`src/design/aif_pkg.sv`:
```
// Package: register map, field positions and command codes of the axis interrupt factor block
package aif_pkg;
    localparam int NUM_AXES = 4;
    localparam int CAUSE_W = 32;
    // Per-axis register stride and offsets (byte addresses)
    localparam logic [11:0] AXIS_STRIDE = 12'h040;
    localparam logic [5:0] OFS_COMMAND = 6'h00;
    localparam logic [5:0] OFS_IO_BUFFER = 6'h04;
    localparam logic [5:0] OFS_MAIN_STATUS = 6'h08;
    localparam logic [5:0] OFS_ERROR_CAUSE = 6'h0C;
    localparam logic [5:0] OFS_EVENT_CAUSE = 6'h10;
    localparam logic [5:0] OFS_EVENT_ENABLE = 6'h14;
    localparam logic [5:0] OFS_ENV_TWO = 6'h18;
    localparam logic [5:0] OFS_ENV_FIVE = 6'h1C;
    localparam logic [5:0] OFS_OP_MODE = 6'h20;
    localparam logic [5:0] OFS_IRQ_CTRL = 6'h24;
    // Command codes
    localparam logic [7:0] CMD_ERROR_CAUSE_WRITE = 8'hB2;
    localparam logic [7:0] CMD_ERROR_CAUSE_READ = 8'hF2;
    localparam logic [7:0] CMD_EVENT_CAUSE_WRITE = 8'hB3;
    localparam logic [7:0] CMD_EVENT_CAUSE_READ = 8'hF3;
    localparam logic [7:0] CMD_STOP_FLAG_CLEAR = 8'h2D;
    localparam logic [7:0] CMD_AUX_FLAG_CLEAR = 8'h2E;
    // Field positions
    localparam int BIT_CAUSE_READ_CLEAR = 23;
    localparam int BIT_MAIN_READ_CLEAR = 25;
    localparam int BIT_STOP_IRQ_ENABLE = 27;
    localparam int BIT_IRQ_OUTPUT_MASK = 29;
    localparam int BIT_CONT_STOP_MASK = 7;
    localparam int BIT_STOP_FLAG = 2;
    localparam int BIT_AUX_FLAG = 3;
    localparam int BIT_ERROR_SUMMARY = 4;
    localparam int BIT_EVENT_SUMMARY = 5;
    localparam int BIT_NORMAL_STOP_EVENT = 0;
    // Reset values
    localparam logic [31:0] RESET_WORD = 32'h0000_0000;
endpackage

```
`src/design/aif_top.sv`:
```
// Axis interrupt factor logic: four axes of cause registers, summary flags and the request pin
//
// The AHB-Lite slave port and the register offsets are this design's own decisions.
`timescale 1ns/1ps
// Functional notes
// - A detected error on an axis sets its error cause bit.
// - Any error cause bit set can pull the request pin low.
// - Error cause write command B2h clears bits written one, keeps zeros.
// - Error cause read command F2h clears register unless cause read-clear bit 23 set.
// - Read-clear command clears all bits, including ones seen by earlier direct reads.
// - Main status bit 4 is one while any error cause bit is one.
// - An enabled event sets its event cause bit.
// - Any event cause bit set can pull the request pin low.
// - Event cause write command B3h clears bits written one from I/O buffer.
// - Event cause read command F3h clears register only when bit 23 is zero.
// - Main status bit 5 is one while any event cause bit is one.
// - Stop with enable bit 27 sets stop flag status bit 2; else stays zero.
// - Stop flag set can pull the request pin low.
// - Command 2Dh clears the stop flag in any read-clear mode.
// - With bit 25 zero, main status read clears stop flag within three cycles.
// - Auxiliary flag follows same read-clear mode; command 2Eh clears it.
// - Mask bit 7 with pre-register state 10b or 11b blocks stop flag.
// - Normal and abnormal stops set stop flag alike; normal also sets event.
// - Request pin stays low until every cause on every unmasked axis clears.
// - Output mask bit 29 keeps its own axis off the pin without touching status.
module aif_top (
    input wire logic hclk,
    input wire logic hresetn,
    input wire logic hsel,
    input wire logic [31:0] haddr,
    input wire logic [1:0] htrans,
    input wire logic hwrite,
    input wire logic [2:0] hsize,
    input wire logic [31:0] hwdata,
    input wire logic hready,
    output logic [31:0] hrdata,
    output logic hreadyout,
    output logic hresp,
    input wire logic [4*aif_pkg::CAUSE_W-1:0] error_detect,
    input wire logic [4*aif_pkg::CAUSE_W-1:0] event_detect,
    input wire logic [3:0] op_stop,
    input wire logic [3:0] op_stop_abnormal,
    input wire logic [7:0] preregister_state,
    input wire logic [3:0] aux_status_set,
    output logic irq_n
);
    localparam int NA = aif_pkg::NUM_AXES;

    // ------------------------------------------------------------
    // Bus slave: address phase capture
    // ------------------------------------------------------------
    logic dp_valid;
    logic dp_write;
    logic [1:0] dp_axis;
    logic [5:0] dp_ofs;
    logic addr_ok;

    always_ff @(posedge hclk or negedge hresetn) begin
        if (!hresetn) begin
            dp_valid <= 1'b0;
            dp_write <= 1'b0;
            dp_axis <= 2'h0;
            dp_ofs <= 6'h00;
        end else if (hready) begin
            dp_valid <= hsel && htrans[1];
            dp_write <= hwrite;
            dp_axis <= haddr[7:6];
            dp_ofs <= haddr[5:0];
        end
    end

    assign addr_ok = (dp_ofs <= aif_pkg::OFS_IRQ_CTRL) && (dp_ofs[1:0] == 2'h0);

    logic wr_en;
    logic rd_en;
    assign wr_en = dp_valid && dp_write && addr_ok;
    assign rd_en = dp_valid && !dp_write && addr_ok;
    logic rd_capture;
    assign rd_capture = rd_en && !hreadyout;

    // Writes are zero-wait; reads take one wait state so that hrdata can come from a flop
    always_ff @(posedge hclk or negedge hresetn) begin
        if (!hresetn) begin
            hreadyout <= 1'b1;
            hresp <= 1'b0;
        end else begin
            hreadyout <= !(hready && hsel && htrans[1] && !hwrite);
            hresp <= 1'b0;
        end
    end

    // ------------------------------------------------------------
    // Per-axis state
    // ------------------------------------------------------------
    logic [31:0] io_buffer [NA];
    logic [31:0] error_cause_reg [NA];
    logic [31:0] event_cause_reg [NA];
    logic [31:0] event_enable_reg [NA];
    logic [31:0] env_config_two [NA];
    logic [31:0] env_config_five [NA];
    logic [31:0] operation_mode_reg [NA];
    logic [NA-1:0] irq_output_mask;
    logic [NA-1:0] stop_irq_flag;
    logic [NA-1:0] aux_status_flag;
    logic [NA-1:0] axis_req;
    logic [NA-1:0] cmd_hit;
    logic [NA-1:0] status_read;
    logic [7:0] cmd_code;

    assign cmd_code = hwdata[7:0];

    genvar g;
    generate
        for (g = 0; g < NA; g++) begin : gen_axis
            logic sel;
            logic cause_rc;
            logic main_rc;
            logic stop_set;
            logic [31:0] ev_in;
            logic [1:0] pre_state;

            assign sel = (dp_axis == 2'(g));
            assign cmd_hit[g] = wr_en && sel && (dp_ofs == aif_pkg::OFS_COMMAND);
            assign status_read[g] = rd_capture && sel && (dp_ofs == aif_pkg::OFS_MAIN_STATUS);
            assign cause_rc = !env_config_five[g][aif_pkg::BIT_CAUSE_READ_CLEAR];
            assign main_rc = !env_config_five[g][aif_pkg::BIT_MAIN_READ_CLEAR];
            assign pre_state = preregister_state[2*g +: 2];
            // Continuous operation masks the stop flag when pre-register is loaded
            assign stop_set = op_stop[g]
                && env_config_two[g][aif_pkg::BIT_STOP_IRQ_ENABLE]
                && !(operation_mode_reg[g][aif_pkg::BIT_CONT_STOP_MASK] && pre_state[1]);
            // Normal stop also reported as an event; abnormal stop only via stop flag
            assign ev_in = (event_detect[g*32 +: 32] & event_enable_reg[g])
                | (32'(op_stop[g] && !op_stop_abnormal[g]
                       && event_enable_reg[g][aif_pkg::BIT_NORMAL_STOP_EVENT])
                   << aif_pkg::BIT_NORMAL_STOP_EVENT);

            // Configuration registers
            always_ff @(posedge hclk or negedge hresetn) begin
                if (!hresetn) begin
                    io_buffer[g] <= aif_pkg::RESET_WORD;
                    event_enable_reg[g] <= aif_pkg::RESET_WORD;
                    env_config_two[g] <= aif_pkg::RESET_WORD;
                    env_config_five[g] <= aif_pkg::RESET_WORD;
                    operation_mode_reg[g] <= aif_pkg::RESET_WORD;
                    irq_output_mask[g] <= 1'b0;
                end else if (wr_en && sel) begin
                    case (dp_ofs)
                        aif_pkg::OFS_IO_BUFFER: io_buffer[g] <= hwdata;
                        aif_pkg::OFS_EVENT_ENABLE: event_enable_reg[g] <= hwdata;
                        aif_pkg::OFS_ENV_TWO: env_config_two[g] <= hwdata;
                        aif_pkg::OFS_ENV_FIVE: env_config_five[g] <= hwdata;
                        aif_pkg::OFS_OP_MODE: operation_mode_reg[g] <= hwdata;
                        aif_pkg::OFS_IRQ_CTRL: begin
                            irq_output_mask[g] <= hwdata[aif_pkg::BIT_IRQ_OUTPUT_MASK];
                        end
                        default: ;
                    endcase
                end
            end

            // Error causes: new detections win over any clear in the same cycle
            always_ff @(posedge hclk or negedge hresetn) begin
                if (!hresetn) begin
                    error_cause_reg[g] <= aif_pkg::RESET_WORD;
                end else if (cmd_hit[g] && cmd_code == aif_pkg::CMD_ERROR_CAUSE_WRITE) begin
                    error_cause_reg[g] <= (error_cause_reg[g] & ~io_buffer[g])
                        | error_detect[g*32 +: 32];
                end else if (cmd_hit[g] && cmd_code == aif_pkg::CMD_ERROR_CAUSE_READ
                             && cause_rc) begin
                    error_cause_reg[g] <= error_detect[g*32 +: 32];
                end else begin
                    error_cause_reg[g] <= error_cause_reg[g] | error_detect[g*32 +: 32];
                end
            end

            // Event causes
            always_ff @(posedge hclk or negedge hresetn) begin
                if (!hresetn) begin
                    event_cause_reg[g] <= aif_pkg::RESET_WORD;
                end else if (cmd_hit[g] && cmd_code == aif_pkg::CMD_EVENT_CAUSE_WRITE) begin
                    event_cause_reg[g] <= (event_cause_reg[g] & ~io_buffer[g]) | ev_in;
                end else if (cmd_hit[g] && cmd_code == aif_pkg::CMD_EVENT_CAUSE_READ
                             && cause_rc) begin
                    event_cause_reg[g] <= ev_in;
                end else begin
                    event_cause_reg[g] <= event_cause_reg[g] | ev_in;
                end
            end

            // Stop and auxiliary flags; read-clear acts once, as the read data is captured
            always_ff @(posedge hclk or negedge hresetn) begin
                if (!hresetn) begin
                    stop_irq_flag[g] <= 1'b0;
                end else if (stop_set) begin
                    stop_irq_flag[g] <= 1'b1;
                end else if ((cmd_hit[g] && cmd_code == aif_pkg::CMD_STOP_FLAG_CLEAR)
                             || (status_read[g] && main_rc)) begin
                    stop_irq_flag[g] <= 1'b0;
                end
            end

            always_ff @(posedge hclk or negedge hresetn) begin
                if (!hresetn) begin
                    aux_status_flag[g] <= 1'b0;
                end else if (aux_status_set[g]) begin
                    aux_status_flag[g] <= 1'b1;
                end else if ((cmd_hit[g] && cmd_code == aif_pkg::CMD_AUX_FLAG_CLEAR)
                             || (status_read[g] && main_rc)) begin
                    aux_status_flag[g] <= 1'b0;
                end
            end

            // Mask gates only the pin, never the stored causes
            assign axis_req[g] = !irq_output_mask[g]
                && ((|error_cause_reg[g]) || (|event_cause_reg[g])
                    || stop_irq_flag[g]);

        end
    endgenerate

    // ------------------------------------------------------------
    // Read data mux and summary flags
    // ------------------------------------------------------------
    logic [31:0] next_rdata;
    logic [31:0] status_word;

    always_comb begin
        status_word = aif_pkg::RESET_WORD;
        status_word[aif_pkg::BIT_STOP_FLAG] = stop_irq_flag[dp_axis];
        status_word[aif_pkg::BIT_AUX_FLAG] = aux_status_flag[dp_axis];
        status_word[aif_pkg::BIT_ERROR_SUMMARY] = |error_cause_reg[dp_axis];
        status_word[aif_pkg::BIT_EVENT_SUMMARY] = |event_cause_reg[dp_axis];
    end

    // Read data mux over the data phase; the flop below holds it for the bus
    always_comb begin
        next_rdata = aif_pkg::RESET_WORD;
        if (rd_en) begin
            case (dp_ofs)
                aif_pkg::OFS_IO_BUFFER: next_rdata = io_buffer[dp_axis];
                aif_pkg::OFS_MAIN_STATUS: next_rdata = status_word;
                aif_pkg::OFS_ERROR_CAUSE: next_rdata = error_cause_reg[dp_axis];
                aif_pkg::OFS_EVENT_CAUSE: next_rdata = event_cause_reg[dp_axis];
                aif_pkg::OFS_EVENT_ENABLE: next_rdata = event_enable_reg[dp_axis];
                aif_pkg::OFS_ENV_TWO: next_rdata = env_config_two[dp_axis];
                aif_pkg::OFS_ENV_FIVE: next_rdata = env_config_five[dp_axis];
                aif_pkg::OFS_OP_MODE: next_rdata = operation_mode_reg[dp_axis];
                aif_pkg::OFS_IRQ_CTRL: begin
                    next_rdata[aif_pkg::BIT_IRQ_OUTPUT_MASK] = irq_output_mask[dp_axis];
                end
                default: next_rdata = aif_pkg::RESET_WORD;
            endcase
        end
    end
    // Captured in the wait state, so a write just before the read is already visible
    always_ff @(posedge hclk or negedge hresetn) begin
        if (!hresetn) begin
            hrdata <= aif_pkg::RESET_WORD;
        end else if (rd_capture) begin
            hrdata <= next_rdata;
        end else begin
            hrdata <= aif_pkg::RESET_WORD;
        end
    end

    // ------------------------------------------------------------
    // Interrupt request pin
    // ------------------------------------------------------------
    always_ff @(posedge hclk or negedge hresetn) begin
        if (!hresetn) begin
            irq_n <= 1'b1;
        end else begin
            irq_n <= !(|axis_req);
        end
    end
endmodule

```
`config.mk`:
```
export PLATFORM = sky130hd
export DESIGN_NAME = aif_top
export DESIGN_NICKNAME = d
export VERILOG_FILES = /design/src/design/aif_pkg.sv /design/src/design/aif_top.sv
export SDC_FILE = /design/constraint.sdc
export NUM_CORES = 2
export LEC_CHECK = 0
export BUFFER_PORTS_ARGS = -buffer_cell sky130_fd_sc_hd__buf_2
export CAP_MARGIN = 20
export CELL_PAD_IN_SITES_DETAIL_PLACEMENT = 0
export CELL_PAD_IN_SITES_GLOBAL_PLACEMENT = 1
export CORE_ASPECT_RATIO = 1.25
export CORE_MARGIN = 4
export CORE_UTILIZATION = 50
export DETAILED_ROUTE_END_ITERATION = 10
export PLACE_DENSITY_LB_ADDON = 0.12
export SYNTH_ARGS = -nofsm -noshare
export SYNTH_HDL_FRONTEND = slang
export SYNTH_SLANG_ARGS = --single-unit
```
`constraint.sdc`:
```
create_clock -name hclk -period 3.4 [get_ports hclk]
set_input_delay 0.17 -clock hclk [delete_from_list [all_inputs] [get_ports hclk]]
set_output_delay 0.17 -clock hclk [all_outputs]
set_load 0.02 [all_outputs]
```
Word level (Yosys, flattened, before mapping)
Index checks and enable logic that the tools add are counted.
{"block": "op_classes", "n_lt_le_gt_ge": 3, "n_eq_ne": 18, "muxes": 64, "n_bitwise": 37, "n_reduce_logical": 173}
{"cell": "$mux 32", "n": 32}
{"cell": "$or 32x32->32", "n": 16}
{"cell": "$bmux 32 s2", "n": 7}
{"cell": "$and 32x32->32", "n": 12}
{"cell": "$reduce_or 32->1", "n": 10}
{"cell": "$pmux 29 s8", "n": 1}
{"cell": "$not 32->32", "n": 4}
{"cell": "$or 32x1->32", "n": 4}
{"cell": "$logic_and 1x1->1", "n": 86}
{"cell": "$reduce_and 2->1", "n": 24}
{"cell": "$eq 8x8->1 const B", "n": 4}
{"cell": "$logic_not 1->1", "n": 25}
{"cell": "$eq 6x5->1 const B", "n": 4}
{"cell": "$mux 1", "n": 19}
{"cell": "$eq 8x6->1 const B", "n": 2}
{"cell": "$logic_or 1x1->1", "n": 16}
{"cell": "$reduce_bool 2->1", "n": 8}
{"cell": "$pmux 2 s7", "n": 1}
{"cell": "$eq 6x4->1 const B", "n": 2}
{"cell": "$eq 6x6->1 const B", "n": 2}
{"cell": "$pmux 1 s8", "n": 1}
{"cell": "$bmux 1 s2", "n": 3}
{"cell": "$eq 6x3->1 const B", "n": 1}
{"cell": "$le 6x6->1 const B", "n": 1}
{"cell": "other kinds (8)", "n": 10}
{"block": "word_totals", "ff_bits": 952, "output_inout_bits": 35, "wordCells": 342}

Depth between registers and ports, before layout
{"block": "logic_depth", "ltp_word": 10, "mapped_depth": 8}

Least setup slack after synthesis
No wires, ideal clock.
{"block": "synth_path", "path_type": "register to register", "start": "register dp_ofs[1]", "end": "register env_config_five[86] (netlist bit)", "setup_ns": 0.128, "arrival_time_ns": 2.305, "t_required_ns": 3.272, "path_slack_ns": 0.968, "path_stages_with_launch": 8, "path_buffers": 3, "period_less_slack_ns": 2.432, "cell_sequence": "dfrtp_1 or3b_1 clkbuf_1 or4_1 buf_2 nor2_4 buf_2 mux2_1"}
{"block": "synth_between", "elab_chain_cells": 5}
{"element": "start: declaration", "line_no": "aif_top.sv:55", "source": "logic [5:0] dp_ofs;"}
{"element": "start signal: assignment", "line_no": "aif_top.sv:68", "source": "dp_ofs <= haddr[5:0];"}
{"element": "$le 6x6->1 or $logic_not 2->1 (tied branches)", "line_no": "aif_top.sv:72", "source": "assign addr_ok = (dp_ofs <= aif_pkg::OFS_IRQ_CTRL) && (dp_ofs[1:0] == 2'h0);"}
{"element": "$logic_and 1x1->1", "line_no": "aif_top.sv:72"}
{"element": "$logic_and 1x1->1", "line_no": "aif_top.sv:76", "source": "assign wr_en = dp_valid && dp_write && addr_ok;"}
{"element": "$logic_and 1x1->1", "line_no": "aif_top.sv:147", "source": "end else if (wr_en && sel) begin"}
{"element": "$reduce_and 2->1 (no line) (*)"}
{"element": "end signal: indexed assignment", "line_no": "aif_top.sv:144", "source": "env_config_five[g] <= aif_pkg::RESET_WORD;"}
{"element": "end signal: indexed assignment", "line_no": "aif_top.sv:152", "source": "aif_pkg::OFS_ENV_FIVE: env_config_five[g] <= hwdata;"}
{"element": "end: declaration", "line_no": "aif_top.sv:100", "source": "logic [31:0] env_config_five [NA];"}
Every way passes the cells marked *; elsewhere a longest branch is shown, timed or not.
A chain may end at the register's enable or synchronous reset.

Worst setup path after layout
{"block": "layout_path", "start": "register dp_axis[0]", "end": "register hrdata[4]"}
{"block": "layout_between", "elab_chain_cells": 8}
{"element": "start: declaration", "line_no": "aif_top.sv:54", "source": "logic [1:0] dp_axis;"}
{"element": "start signal: assignment", "line_no": "aif_top.sv:67", "source": "dp_axis <= haddr[7:6];"}
{"element": "$not 2->3 (not written as such) (*)"}
{"element": "$bmux 32 s2", "line_no": "aif_top.sv:232, aif_top.sv:243"}
{"element": "$mux 32 (not written as such) (2 in a row)", "line_no": "aif_top.sv:232, aif_top.sv:243"}
{"element": "$reduce_or 32->1", "line_no": "aif_top.sv:232", "source": "status_word[aif_pkg::BIT_ERROR_SUMMARY] = |error_cause_reg[dp_axis];"}
{"element": "$pmux 29 s8 (*)", "line_no": "aif_top.sv:240", "source": "case (dp_ofs)"}
{"element": "$mux 32 (*)", "line_no": "aif_top.sv:239", "source": "if (rd_en) begin"}
{"element": "$mux 32 (*)", "line_no": "aif_top.sv:260", "source": "end else if (rd_capture) begin"}
{"element": "end signal: assignment", "line_no": "aif_top.sv:259", "source": "hrdata <= aif_pkg::RESET_WORD;"}
{"element": "end signal: assignment", "line_no": "aif_top.sv:261", "source": "hrdata <= next_rdata;"}
{"element": "end signal: assignment", "line_no": "aif_top.sv:263", "source": "hrdata <= aif_pkg::RESET_WORD;"}
{"element": "end: declaration", "line_no": "aif_top.sv:36", "source": "output logic [31:0] hrdata,"}
Every way passes the cells marked *; elsewhere a longest branch is shown, timed or not. The select of a mux whose other input is x is not followed.

==> run_results.csv <==
group,metric,value,unit
drt,vias,33400,
drt,wl_per_cell,35.1,µm
worst_setup_path,crit_chain,"buf_12 -> buf_12 -> mux4_2 -> nor4_1 -> buf_4 -> nand4_1 -> buf_4 -> o21ai_0 -> a21oi_1",
sta,setup_tns,0,ns
drt,drc_errors,0,
cts,cts_buffers,98,
synthesis,syn_inst,3053,
die,core-area,0.0862,mm²
synthesis,syn_nets,3403,
synthesis,postSynthAreaPerCell,14.3,µm²
synthesis,netlist_area,0.0437,mm²
cells_and_area,syn_to_final_growth,24.6,%
placement,place_hpwl,118000,µm
synthesis,synth-seq-cells,952,
sta,finalHoldViolCount,0,
global_route,gr-total-overflow,0,
worst_setup_path,reg2reg_slack,0.20,ns
global_route,grt_usage,37.8,%
sta,max_slew_margin,33.9,%
run_status,status,"complete, no violations",
sta,tightest_slew,0.983,ns
cells_and_area,multi_input_area,0.0187,mm²
placement,numPortBuffers,351,
min_path,hold_end,"io_buffer[47]",
cts,h-tree-depth,3,
global_route,grt_max_degree,100,
drt,route.final.wire_length,175000,µm
die,io_pins,385,
global_route,antenna_found_initial,10,
worst_setup_path,crit_type,"reg2reg",
cts,clk_pin_slew,0.07,ns
synthesis,yosys_warnings,0,
placement,gp_congestion,0.921,
global_route,grt_pass1_wl,252000,µm
flow_run,max_cap_viol_count,0,
placement,pre_cts_ws,0.233,ns
die,die_y,338,µm
worst_setup_path,cp_max_fo,23,
drt,first_iter_violations,3395,
worst_setup_path,crit_required,3.93,ns
drt,first_pass_iters,5,
cts,clockRootBuffer,"clkbuf_16",
synthesis,synth_top_area_share,54.4,%
sta,period_share,94.1,%
cells_and_area,final_common_cell,"dfrtp_1",
sta,rsz0062_at_grt,"no",
global_route,grt_pass1_vias,35500,
cells_and_area,ff_latch_area,0.0238,mm²
drt,antenna_left,0,
cells_and_area,drive_gt1_share,31.1,%
worst_setup_path,cpMaxStageDelayCell,"dfrtp_4",
cells_and_area,fillers,6572,
synthesis,synth_seq_area_share,54.5,%
die,dieArea,0.0922,mm²
pwr,ir_worst_vdd,430,µV
die,rows,120,
cts,post_cts_buffers,0,
drt,vias_per_cell,6.69,
worst_setup_path,endpoint_kind,"flop",
synthesis,dominantRegCellSynth,"dfrtp_1",
cells_and_area,layout_common_cells,"dfrtp_1 (948), mux2_1 (453), buf_2 (350), dlygate4sd3_1 (302), mux4_2 (227)",
sta,fin_skew,0.0236,ns
worst_setup_path,timing.rr.end,"hrdata[4]",
cts,cts_tree,"done",
worst_setup_path,critPathLaunchType,"flop",
die,initial_utilization,50.7,%
worst_setup_path,cp.arrival,3.73,ns
sta,period_minus_slack,3.20,ns
cts,clock_sinks,952,
pwr,power_density,465,mW/mm²
pwr,total_power,25.3,mW
min_path,min-delay-start,"hwdata[15]",
min_path,hold_class,"in2reg",
worst_setup_path,slowest_delay,0.65,ns
die,fp.dieW,272,µm
synthesis,synthDistinctLibCells,51,
pwr,p_leak,24.9,nW
sta,setup_viol,0,
cts,insertion_delay,0.68,ns
synthesis,ys_async_sr_fraction,100,%
cells_and_area,nNetsFinal,4095,
cts,clockBufferDepth,3,
sta,fmax,0.312,GHz
sta,report.final.slew_viol_count,0,
synthesis,synth_edf_count,0,
sta,fin_ws,0.199,ns
worst_setup_path,r2r_start,"dp_axis[0]",
worst_setup_path,ff2ff_path_depth,9,
synthesis,synthTopCellsByArea,"dfrtp_1 (54%), mux4_2 (12%), mux2_1 (12%)",
min_path,whs_path_depth,2,
synthesis,yosys.area.top_type,"dfrtp_1",
metrics by stage:
| stage | instances | hold WS (ns) | util [%] | cell area (µm²) |
|---|---|---|---|---|
| after floorplan | 3053 | -0.126 | - | 43700 |
| after global placement | 4502 | 0.257 | 55.7 | 48000 |
| after detailed placement | 4502 | 0.258 | 55.7 | 48000 |
| after CTS | 4986 | 0.00109 | 63.2 | 54400 |
| after global routing | 4989 | 0.0325 | 63.2 | 54400 |
| final | 4991 | 0.0250 | 63.2 | 54400 |
power breakdown:
| part | leakage [nW] | switching [mW] | total [mW] | internal, mW |
|---|---|---|---|---|
| Clock | 1.64 | 4.75 | 11.3 | 6.55 |
| Combinational | 10.7 | 1.28 | 2.28 | 1.01 |
| Sequential | 12.5 | 0.237 | 11.7 | 11.5 |
kinds of logic after synthesis:
family,synth area share [%]
multiplexers,28.4
other,0.00859
AND/OR/NAND/NOR,3.20
buffers and inverters,2.90
flip-flops,54.5
AO/OA/AOI/OAI,10.9
worst max-delay path: cells and delay by family (launching register included):
family / cells / cell delay, ns
DFF: 1 / 0.65
muxes: 1 / 0.54
buffers and inverters: 4 / 0.85
and+or+nand+nor: 2 / 0.63
AOI/OAI and AO/OA: 2 / 0.35
layout make-up:
cell class                 instances  area share [%]
antenna                            5          0.0230
clock buffer                     150            5.44
clock inverter                    32           0.735
inverter                          12          0.0827
multi-input combinational       1821            34.4
sequential                       952            43.8
tap                             1159            2.66
timing repair buffer             860            12.8
synthesized netlist by cell type (39+ instances only):
cell / number
a21o_1: 132
dfrtp_1: 950
mux2_2: 195
a22oi_1: 69
a22o_1: 155
clkbuf_1: 165
nor4_1: 85
o21ai_1: 96
buf_2: 54
o21ai_0: 171
mux2_1: 453
mux4_2: 227
buf_4: 39
layer usage:
metal	part of all wire [%]	wire length (µm)	vias to the layer above	global-route usage [%]
li1	-	-	13100	-
met1	37	65200	17700	48.7
met2	46	80600	2020	58.9
met3	9.9	17300	542	9.34
met4	6.9	12000	6	21.2
met5	0.029	50	-	0
worst max path at each step:
stage,startpoint,endpoint,slack (ns),depth (start not counted)
floorplan,dp_ofs[1],env_config_five[86],0.97,7
global placement,dp_axis[0],hrdata[4],0.25,9
detailed placement,dp_axis[0],hrdata[4],0.23,9
CTS,dp_axis[0],hrdata[4],0.21,9
global route,dp_axis[0],hrdata[4],0.15,9
finish,dp_axis[0],hrdata[4],0.20,9
repair_timing:
action	CTS	global route
resized for setup	0	0
hold endpoints to repair	409	0
hold buffers	302	0
No activity file was read; power rests on OpenSTA's default activity.
